<file path="config.mk">
export PLATFORM = sky130hd
export DESIGN_NAME = vac_apdu_ctrl
export DESIGN_NICKNAME = d
export VERILOG_FILES = /design/src/verilog/vac_pkg.sv /design/src/verilog/vac_apdu_ctrl.sv
export SDC_FILE = /design/constraint.sdc
export NUM_CORES = 1
export LEC_CHECK = 0
export ABC_CLOCK_PERIOD_IN_PS = 10740
export BUFFER_PORTS_ARGS = -buffer_cell sky130_fd_sc_hd__buf_2
export CAP_MARGIN = 20
export CORE_ASPECT_RATIO = 0.5
export CORE_UTILIZATION = 60
export DETAILED_ROUTE_END_ITERATION = 10
export HOLD_SLACK_MARGIN = 0.02
export PLACE_DENSITY = 0.95
export SETUP_SLACK_MARGIN = 0.02
export SLEW_MARGIN = 10
export SYNTH_ARGS = -nofsm -noshare
export SYNTH_HDL_FRONTEND = slang
export SYNTH_SLANG_ARGS = --single-unit
</file>
<file path="constraint.sdc">
create_clock -name I_SYS_CLK -period 10.74 [get_ports I_SYS_CLK]
set_input_delay 2.148 -clock I_SYS_CLK [delete_from_list [all_inputs] [get_ports I_SYS_CLK]]
set_output_delay 2.148 -clock I_SYS_CLK [all_outputs]
set_load 0.01 [all_outputs]
</file>
<file path="src/verilog/vac_pkg.sv">
package vac_pkg;
   // Register word indices (byte address = index * 4)
   localparam logic [5:0] IDX_CMD_DATA  = 6'h00;
   localparam logic [5:0] IDX_RESP_DATA = 6'h01;
   localparam logic [5:0] IDX_STATUS    = 6'h02;
   localparam logic [5:0] IDX_PARAM     = 6'h03;
   // Status register and response data register fields
   localparam int STAT_LEFT_LSB = 0;
   localparam int STAT_BUSY_BIT = 8;
   localparam int RESP_VALID_BIT = 8;
   // Command header codes
   localparam logic [7:0] CLA_VENDOR  = 8'hff;
   localparam logic [7:0] INS_VENDOR  = 8'he1;
   localparam logic [7:0] P1_REGISTER = 8'h02;
   localparam logic [7:0] P2_WRITE    = 8'h01;
   localparam logic [7:0] P1_PARAM    = 8'h03;
   localparam logic [7:0] P2_SETPARAM = 8'h00;
   localparam logic [7:0] P2_STATUS   = 8'h01;
   localparam logic [7:0] LEN_PARAM   = 8'h01;
   localparam logic [7:0] LEN_STATUS  = 8'h05;
   localparam logic [7:0] ENTRY_BYTES = 8'h03;
   localparam logic [2:0] HDR_LAST    = 3'h4;
   // Status words
   localparam logic [15:0] SW_OK       = 16'h9000;
   localparam logic [15:0] SW_BAD_LEN  = 16'h6700;
   localparam logic [15:0] SW_BAD_ADDR = 16'h6a82;
   localparam logic [15:0] SW_BAD_P1P2 = 16'h6a86;
   localparam logic [15:0] SW_BAD_INS  = 16'h6d00;
   localparam logic [15:0] SW_BAD_CLA  = 16'h6e00;
   // Address map
   localparam logic [15:0] XRAM_LO   = 16'h0000;
   localparam logic [15:0] XRAM_HI   = 16'h03c7;
   // Page of the XRAM-mapped hardware registers, reached by full address
   localparam logic [7:0]  XREG_HB   = 8'h63;
   localparam logic [7:0]  EEPROM_HB = 8'ha0;
   localparam logic [7:0]  SFR_HB    = 8'hff;
   localparam logic [7:0]  SFR_LO    = 8'h80;
   localparam logic [1:0]  SEL_NONE   = 2'h0;
   localparam logic [1:0]  SEL_XRAM   = 2'h1;
   localparam logic [1:0]  SEL_EEPROM = 2'h2;
   localparam logic [1:0]  SEL_SFR    = 2'h3;
   // Flag byte
   localparam logic [7:0] FLAG_MASK  = 8'h3b;
   localparam logic [7:0] FLAG_RESET = 8'h30;
   localparam int FLAG_NAD  = 0;
   localparam int FLAG_CID  = 1;
   localparam int FLAG_SHDN = 3;
   localparam int FLAG_RATS = 4;
   localparam int FLAG_RATE = 5;
   localparam logic [7:0] CID_FIXED = 8'h01;
   localparam logic [2:0] RESP_MAX  = 3'h7;

   typedef enum logic [1:0] {
      ST_HDR  = 2'b01,
      ST_DATA = 2'b10
   } vac_state_t;

   typedef struct packed {
      vac_state_t      state;
      logic [2:0]      hdr_idx;
      logic [7:0]      cla;
      logic [7:0]      ins;
      logic [7:0]      p1;
      logic [7:0]      p2;
      logic [7:0]      remain;
      logic [1:0]      ent_idx;
      logic [7:0]      adr_hi;
      logic [7:0]      adr_lo;
      logic            bad_addr;
      logic [7:0]      flags;
      logic [6:0][7:0] resp;
      logic [2:0]      resp_len;
      logic [2:0]      resp_rd;
      logic            dp_wr;
      logic [5:0]      dp_idx;
      logic [31:0]     rdata;
      logic            mem_we;
      logic [1:0]      mem_sel;
      logic [15:0]     mem_addr;
      logic [7:0]      mem_data;
   } vac_regs_t;
endpackage
</file>
<file path="src/verilog/vac_apdu_ctrl.sv">
// Chosen here: the AHB-Lite slave port and the register addresses.
`timescale 1ns/1ps
`default_nettype none
module vac_apdu_ctrl (
   // Clock and reset
   input  wire  logic        I_SYS_CLK,
   input  wire  logic        I_RESET,
   // AHB-Lite slave
   input  wire  logic        I_HSEL,
   input  wire  logic [31:0] I_HADDR,
   input  wire  logic [1:0]  I_HTRANS,
   input  wire  logic        I_HWRITE,
   input  wire  logic [2:0]  I_HSIZE,
   input  wire  logic [31:0] I_HWDATA,
   input  wire  logic        I_HREADY,
   output logic        [31:0] O_HRDATA,
   output logic               O_HREADYOUT,
   output logic               O_HRESP,
   // Device status sources
   input  wire  logic [7:0]  I_LAST_ERROR,
   input  wire  logic [7:0]  I_HELD_TARGET_COUNT,
   input  wire  logic [1:0]  I_RECEIVE_RATE_CODE,
   input  wire  logic [1:0]  I_TRANSMIT_RATE_CODE,
   input  wire  logic [2:0]  I_MODULATION_CODE,
   // Memory write port
   output logic               O_MEM_WE,
   output logic        [1:0]  O_MEM_SEL,
   output logic        [15:0] O_MEM_ADDR,
   output logic        [7:0]  O_MEM_DATA,
   // Behaviour flags
   output logic               O_NODE_ADDRESS_USE_FLAG,
   output logic               O_CARD_IDENTIFIER_ENABLE,
   output logic        [7:0]  O_CARD_IDENTIFIER_VALUE,
   output logic               O_CONTACT_READER_SHUTDOWN,
   output logic               O_AUTO_ANSWER_SELECT_REQUEST,
   output logic               O_AUTO_RATE_NEGOTIATION_FLAG
);
   import vac_pkg::*;

   vac_regs_t r_reg;
   vac_regs_t r_next;
   logic      addr_phase;

   // Address decode of the memory write target, used by writes only
   function automatic logic [1:0] addr_sel(input logic [15:0] a);
      if (a >= XRAM_LO && a <= XRAM_HI) begin
         return SEL_XRAM;
      end
      if (a[15:8] == XREG_HB) begin
         return SEL_XRAM;
      end
      if (a[15:8] == EEPROM_HB) begin
         return SEL_EEPROM;
      end
      if (a[15:8] == SFR_HB && a[7:0] >= SFR_LO) begin
         return SEL_SFR;
      end
      return SEL_NONE;
   endfunction

   function automatic logic is_mult3(input logic [7:0] v);
      return (v % ENTRY_BYTES) == 8'h00;
   endfunction

   // Load a bare status word as the response
   function automatic vac_regs_t with_sw(input vac_regs_t s, input logic [15:0] sw);
      vac_regs_t t;
      t = s;
      t.resp[0] = sw[15:8];
      t.resp[1] = sw[7:0];
      t.resp_len = 3'h2;
      t.resp_rd = 3'h0;
      t.state = ST_HDR;
      return t;
   endfunction

   assign addr_phase = I_HSEL & I_HTRANS[1] & I_HREADY;

   always_comb begin
      logic [7:0]  b;
      logic [15:0] adr;
      logic [1:0]  sel;
      b = I_HWDATA[7:0];
      adr = {r_reg.adr_hi, r_reg.adr_lo};
      sel = addr_sel(adr);
      r_next = r_reg;
      r_next.mem_we = 1'b0;

      // Address phase: latch write target, prepare read data
      r_next.dp_wr = addr_phase & I_HWRITE;
      if (addr_phase) begin
         r_next.dp_idx = I_HADDR[7:2];
      end
      if (addr_phase && !I_HWRITE) begin
         case (I_HADDR[7:2])
            IDX_RESP_DATA: begin
               r_next.rdata = 32'h0;
               if (r_reg.resp_rd < r_reg.resp_len) begin
                  r_next.rdata[7:0] = r_reg.resp[r_reg.resp_rd];
                  r_next.rdata[RESP_VALID_BIT] = 1'b1;
                  r_next.resp_rd = r_reg.resp_rd + 3'h1;
               end
            end
            IDX_STATUS: begin
               r_next.rdata = 32'h0;
               r_next.rdata[STAT_LEFT_LSB +: 3] = r_reg.resp_len - r_reg.resp_rd;
               r_next.rdata[STAT_BUSY_BIT] = (r_reg.state == ST_DATA) || (r_reg.hdr_idx != 3'h0);
            end
            IDX_PARAM: begin
               r_next.rdata = {24'h0, r_reg.flags};
            end
            default: begin
               r_next.rdata = 32'h0;
            end
         endcase
      end

      // Data phase of a write
      if (r_reg.dp_wr && r_reg.dp_idx == IDX_STATUS && I_HWDATA[0]) begin
         r_next.state = ST_HDR;
         r_next.hdr_idx = 3'h0;
         r_next.resp_len = 3'h0;
         r_next.resp_rd = 3'h0;
      end
      if (r_reg.dp_wr && r_reg.dp_idx == IDX_CMD_DATA) begin
         case (r_reg.state)
            ST_HDR: begin
               r_next.hdr_idx = r_reg.hdr_idx + 3'h1;
               case (r_reg.hdr_idx)
                  3'h0: begin
                     r_next.cla = b;
                     r_next.resp_len = 3'h0;
                     r_next.resp_rd = 3'h0;
                  end
                  3'h1: begin
                     r_next.ins = b;
                  end
                  3'h2: begin
                     r_next.p1 = b;
                  end
                  3'h3: begin
                     r_next.p2 = b;
                  end
                  default: begin
                     r_next.hdr_idx = 3'h0;
                     r_next.remain = b;
                     r_next.ent_idx = 2'h0;
                     r_next.bad_addr = 1'b0;
                     if (r_reg.cla != CLA_VENDOR) begin
                        r_next = with_sw(r_next, SW_BAD_CLA);
                     end else if (r_reg.ins != INS_VENDOR) begin
                        r_next = with_sw(r_next, SW_BAD_INS);
                     end else if (r_reg.p1 == P1_REGISTER && r_reg.p2 == P2_WRITE) begin
                        if (b == 8'h00 || !is_mult3(b)) begin
                           r_next = with_sw(r_next, SW_BAD_LEN);
                        end else begin
                           r_next.state = ST_DATA;
                        end
                     end else if (r_reg.p1 == P1_PARAM && r_reg.p2 == P2_SETPARAM) begin
                        if (b != LEN_PARAM) begin
                           r_next = with_sw(r_next, SW_BAD_LEN);
                        end else begin
                           r_next.state = ST_DATA;
                        end
                     end else if (r_reg.p1 == P1_PARAM && r_reg.p2 == P2_STATUS) begin
                        if (b != LEN_STATUS) begin
                           r_next = with_sw(r_next, SW_BAD_LEN);
                        end else begin
                           r_next.resp[0] = I_LAST_ERROR;
                           r_next.resp[1] = I_HELD_TARGET_COUNT;
                           r_next.resp[2] = {6'h0, I_RECEIVE_RATE_CODE};
                           r_next.resp[3] = {6'h0, I_TRANSMIT_RATE_CODE};
                           r_next.resp[4] = {5'h0, I_MODULATION_CODE};
                           r_next.resp[5] = SW_OK[15:8];
                           r_next.resp[6] = SW_OK[7:0];
                           r_next.resp_len = RESP_MAX;
                           r_next.resp_rd = 3'h0;
                        end
                     end else begin
                        r_next = with_sw(r_next, SW_BAD_P1P2);
                     end
                  end
               endcase
            end
            ST_DATA: begin
               if (r_reg.p1 == P1_PARAM) begin
                  r_next.flags = b & FLAG_MASK;
                  r_next = with_sw(r_next, SW_OK);
               end else begin
                  r_next.remain = r_reg.remain - 8'h01;
                  case (r_reg.ent_idx)
                     2'h0: begin
                        r_next.adr_hi = b;
                        r_next.ent_idx = 2'h1;
                     end
                     2'h1: begin
                        r_next.adr_lo = b;
                        r_next.ent_idx = 2'h2;
                     end
                     default: begin
                        r_next.ent_idx = 2'h0;
                        if (sel == SEL_NONE) begin
                           r_next.bad_addr = 1'b1;
                        end else begin
                           r_next.mem_we = 1'b1;
                           r_next.mem_sel = sel;
                           r_next.mem_data = b;
                           if (sel == SEL_XRAM) begin
                              r_next.mem_addr = adr;
                           end else begin
                              r_next.mem_addr = {8'h00, r_reg.adr_lo};
                           end
                        end
                     end
                  endcase
                  if (r_reg.remain == 8'h01) begin
                     if (r_next.bad_addr) begin
                        r_next = with_sw(r_next, SW_BAD_ADDR);
                     end else begin
                        r_next = with_sw(r_next, SW_OK);
                     end
                  end
               end
            end
            default: begin
               r_next.state = ST_HDR;
               r_next.hdr_idx = 3'h0;
            end
         endcase
      end
   end

   always_ff @(posedge I_SYS_CLK or posedge I_RESET) begin
      if (I_RESET) begin
         r_reg <= '0;
         r_reg.state <= ST_HDR;
         r_reg.flags <= FLAG_RESET;
      end else begin
         r_reg <= r_next;
      end
   end

   assign O_HRDATA = r_reg.rdata;
   assign O_HREADYOUT = 1'b1;
   assign O_HRESP = 1'b0;
   assign O_MEM_WE = r_reg.mem_we;
   assign O_MEM_SEL = r_reg.mem_sel;
   assign O_MEM_ADDR = r_reg.mem_addr;
   assign O_MEM_DATA = r_reg.mem_data;
   assign O_NODE_ADDRESS_USE_FLAG = r_reg.flags[FLAG_NAD];
   assign O_CARD_IDENTIFIER_ENABLE = r_reg.flags[FLAG_CID];
   assign O_CARD_IDENTIFIER_VALUE = CID_FIXED;
   assign O_CONTACT_READER_SHUTDOWN = r_reg.flags[FLAG_SHDN];
   assign O_AUTO_ANSWER_SELECT_REQUEST = r_reg.flags[FLAG_RATS];
   assign O_AUTO_RATE_NEGOTIATION_FLAG = r_reg.flags[FLAG_RATE];
endmodule
`default_nettype wire

</file>
# Word-level counts from Yosys, hierarchy flattened
# Cells that the tools add are included.
totals:
  elab_cells: 183
  out_inout_bits: 74
  in_bits: 97
  regBits: 200
classes:
  n_addsub: 4
  reduce_logical: 37
  n_div: 1
  n_lt_le_gt_ge: 5
  muxes: 65
  n_eq_ne: 27
  n_bitwise: 16
ops:
  columns: ["operator", "n"]
  rows:
  - ["2-to-1 mux 200 bit", 8]
  - ["case mux 195 bit (2 select lines)", 1]
  - ["2-to-1 mux 88 bit", 2]
  - ["2-to-1 mux 137 bit", 1]
  - ["2-to-1 mux 91 bit", 1]
  - ["2-to-1 mux 72 bit", 1]
  - ["2-to-1 mux 66 bit", 1]
  - ["case mux 8 bit (2 select lines)", 4]
  - ["2-to-1 mux 62 bit", 1]
  - ["2-to-1 mux 27 bit", 2]
  - ["2-to-1 mux 32 bit", 1]
  - ["case mux 9 bit (3 select lines)", 1]
  - ["binary-select mux 8 bit (select 3 bit)", 1]
  - ["zero test 8 bit", 3]
  - ["2-to-1 mux 8 bit", 3]
  - ["2-to-1 mux 2 bit", 10]
  - ["AND reduction 5 bit", 4]
  - ["== test 6 x 2 -> 1 bit (second input constant)", 3]
  - ["== test 8 x 1 -> 1 bit (second input constant)", 2]
  - ["== test 8 x 2 -> 1 bit (second input constant)", 2]
  - ["== test 8 bit (second input constant)", 2]
  - [">= comparator 16 x 1 -> 1 bit (second input constant)", 1]
  - ["less-or-equal comparator 16 x 10 -> 1 bit (second input constant)", 1]
  - ["2-to-1 mux 16 bit", 1]
  - ["other kinds (44)", 98]

# Depth between registers and ports, before layout
depth:
  ltp_word: 24
  ltp_mapped: 22
  depth_no_buf: 17

# Worst setup path before layout
# Ideal clock, no wire load.
synth_path:
  path_type: "input to register"
  start: "in I_HWDATA[5]"
  end: "reg r_reg[81] (netlist name)"
  required_time_ps: 10615
  arrival_time_ps: 5561
  path_slack_ps: 5054
  setup_ps: 125
  cell_stages: 19
  path_buffers: 3
  path_cell_list: "buf_2 > and3b_1 > o31ai_1 > o22ai_2 > nor2_1 > inv_1 > ha_1 > clkbuf_1 > nor3_2 > o21ai_0 > o21bai_1 > ha_1 > inv_1 > a32oi_1 > mux2_4 > and4_4 > o21a_2 > buf_6 > mux2_4"
synth_between:
  elab_chain_len: 9
  elab_cells_between_ends: 18
  classes_between: "1 x div; 4 x eq/ne; 8 x mux; 5 x reduce/logical"
synth_rtl:
  columns: ["item", "line", "rtl"]
  rows:
  - ["from (decl)", "vac_apdu_ctrl.sv:14", "input wire logic [31:0] I_HWDATA,"]
  - ["parallel branches: the longest is 9 deep, another holds modulo 8 x 2 -> 8 bit", null, null]
  - ["to (signal assigned)", "vac_apdu_ctrl.sv:239", "r_reg <= r_next;"]
  - ["to (decl)", "vac_apdu_ctrl.sv:40", "vac_regs_t r_reg;"]
# Parallel ways; which one is timed is not known. The select of a mux whose other input is x is not followed.
# A chain may end at the register's enable or synchronous reset.

# Worst setup path after layout
layout_path:
  start: "in I_HWDATA[4]"
  end: "reg r_reg[78] (netlist name)"
# Same word-level chain as after synthesis.

==> metrics.cfg <==
[clock_tree]
cts_buffers = 17
clk_path_buf_depth = 2
cts.sinks = 142
cts_hold_buf = 0
cts-root-buf = clkbuf_16
cts_max_level = 4
clk_latency_ns = 0.43
cts_resized = 0
cts.clk_slew.worst_paths_ns = 0.06
tritoncts = done
cts_setup_buffers = 0

[power]
pwr-share-comb_pct = 12.2
p_sw_share_pct = 27.6
p_per_area_nw_per_um2 = 158
p_leak_nw = 4.13
pwr-share-seq_pct = 41.0
clkPwrFrac_pct = 46.8
vdd_drop_max_mv = 0.100
p_sw_w = 0.000386
p_int_w = 0.00101

[drt]
vias_per_cell = 6.34
routedWlPerCell_microns = 18.6
dr.first_iter.drc_count = 886
firstDrtPassIters = 7
num_vias = 7096
antenna_left = 0
route.detailed.drc = 0
drt_wl_total_microns = 20800

[floorplanning]
die_x_microns = 167
dieArea_sq_um = 14100
num_rows = 29
initial_utilization_pct = 62.9
floorplan.core_area_sq_um = 13000
die-height_microns = 84.4
ios = 171

[yosys]
synth_area_leader_cell = dfrtp_1
synth_top_cell_area_share_pct = 42.7
synth_fa_ha_area_share_pct = 2.70
synth_edf_count = 0
yosysWarnings = 0
synthCells = 919
synth_compound_area_share_pct = 17.6
syn_avg_cell_area_sq_um = 8.87
synthXorXnorAreaFrac_pct = 1.18
syn_area_sq_um = 8150
async_flop_share_pct = 100
synth-seq-cells = 142
yosysSeqAreaShare_pct = 43.6
synth.area.top_cells = dfrtp_1 43%, buf_4 6.4%, o21ai_0 6.0%
synth-simple-area-share_pct = 19.9
synth_top_family_by_area = simple AND/OR/NAND/NOR gates
synth_cell_types = 75
synth_ff_type = dfrtp_1
muxShareOfSynthArea_pct = 4.02

[global_routing]
grt.busiest_layer = met2
grt_use_met3_pct = 5.61
met1_usage_pct = 40.2
track_usage_pct = 30.4
grt_pass1_vias = 6783
grt_antenna_before_repair = 0
grt_first_pass_wirelength_microns = 33800
grtUsageMet2_pct = 50.2
overflow = 0
grt_max_degree = 85

[layout]
diodes = 0
drive_gt1_share_pct = 16.1
final_common_cell = dfrtp_1
fillers = 929
area_growth_pct = 8.49
largest_reg_flops = 101
layout_common_cells = 139 x dfrtp_1, 129 x nand2_1, 97 x o21ai_0
final_area_sq_um = 8840
fin_cells = 1119
final_nets = 1050

[critical_path]
r2r-start = r_reg[64]$_DFFE_PP0P_
startpoint_type = input port
r2r_slack_ns = 7.15
reg2reg_depth = 7
critPathArrivalTime_ns = 6.51
critPathCaptureType = flip-flop
cp.required_ns = 11.02
critical_path_class = in2reg
cp_max_fo = 29
r2r-end = O_MEM_DATA[1]$_DFFE_PP0P_

[sta]
rsz0062_at_grt = no
maxSlewHeadroom_pct = 31.2
timing.hold.ws_ns = 0.478
min_period_ns = 6.23
setup_violations = 0
clock.fmax_mhz = 161
min_period_over_period_pct = 58.0
hold_viol_final = 0
skew_ns = 0.0131
drv_slew = 0
tightestPinTransition_ns = 1.03
tns_ns = 0

[flow_run]
maxCapViolCount = 0

[min_path]
hold_path_startpoint = O_HRDATA[8]$_DFFE_PP0P_
hold_depth = 2
hold_end = O_HRDATA[8]$_DFFE_PP0P_
hold_path_class = reg2reg

[placement]
gp_congestion = 1.01
dp.cells = 1086
hpwl_microns = 13500
io_buffer_count = 83
placed_area_sq_um = 8180

[run_status]
status = complete, no violations

-- power groups by stage --
stage               sequential, W  clock (W)  combinational, W
finish                   0.000573   0.000654          0.000170
global route             0.000575   0.000678          0.000186
CTS                      0.000572   0.000649          0.000164
detailed placement       0.000581          0          0.000160
global placement         0.000580          0          0.000153
floorplan                0.000576          0          0.000131
-- kinds of logic after synthesis --
group,Yosys count
AND/OR/NAND/NOR,337
flip-flops,142
other,2
AO/OA/AOI/OAI,226
adder cells (fa/ha/maj),17
multiplexers,28
buffers and inverters,156
XOR/XNOR,11
-- synthesized netlist by cell type (11+ instances only) --
library cell,number
a21oi_1,34
inv_1,36
buf_4,70
dfrtp_1,139
nand3_1,29
mux2i_1,17
buf_2,11
o21ai_0,98
nand2_1,129
nor2_1,75
nor4_1,11
clkbuf_1,33
nor3_1,17
ha_1,16
a22o_1,18
-- stage by stage --
stage	power (W)	setup slack, ns	utilization, %
2_1_floorplan	0.000707	4.79	-
3_3_place_gp	0.000732	4.50	63.1
3_5_place_dp	0.000742	4.19	63.1
4_1_cts	0.00139	4.60	68.1
5_1_grt	0.00144	4.33	68.3
6_report	0.00140	4.51	68.3
-- routing by layer --
metal | vias up | share of wire (%)
met2 | 504 | 46
met3 | 78 | 9.7
li1 | 3150 | -
met5 | - | 0
met1 | 3364 | 41
met4 | 0 | 3.1
-- how the worst max path moves through the flow --
stage	slack, ns	endpoint	from
after floorplan	4.79	O_CARD_IDENTIFIER_ENABLE$_DFFE_PP0P_	I_RESET
after global placement	4.50	r_reg[78]$_DFFE_PP0P_	I_HWDATA[4]
after detailed placement	4.19	r_reg[78]$_DFFE_PP0P_	I_HWDATA[4]
after CTS	4.60	r_reg[78]$_DFFE_PP0P_	I_HWDATA[4]
after global routing	4.33	r_reg[77]$_DFFE_PP0P_	I_HWDATA[4]
final	4.51	r_reg[78]$_DFFE_PP0P_	I_HWDATA[4]
-- critical path, cell delays in order --
cell,delay [ns]
buf_2,0.37
and3b_1,0.25
o31ai_1,0.31
o22ai_2,0.15
nor2_1,0.28
inv_1,0.08
ha_1,0.30
nor3_2,0.35
o21ai_0,0.19
o21bai_1,0.17
ha_1,0.26
inv_1,0.10
a32oi_1,0.23
mux2_4,0.35
and4_4,0.19
o21a_2,0.40
nand2b_4,0.22
a2bb2oi_1,0.14
-- cell type report --
cell class                 instances  area, sq um  share of cell area [%]
multi-input combinational        652         3830                    43.3
sequential                       142         3560                    40.2
timing repair buffer              87          465                    5.26
clock buffer                      18          439                    4.97
tap                              170          213                    2.40
clock inverter                    14          203                    2.29
inverter                          36          140                    1.58
Power figures use the tool's default switching activity.
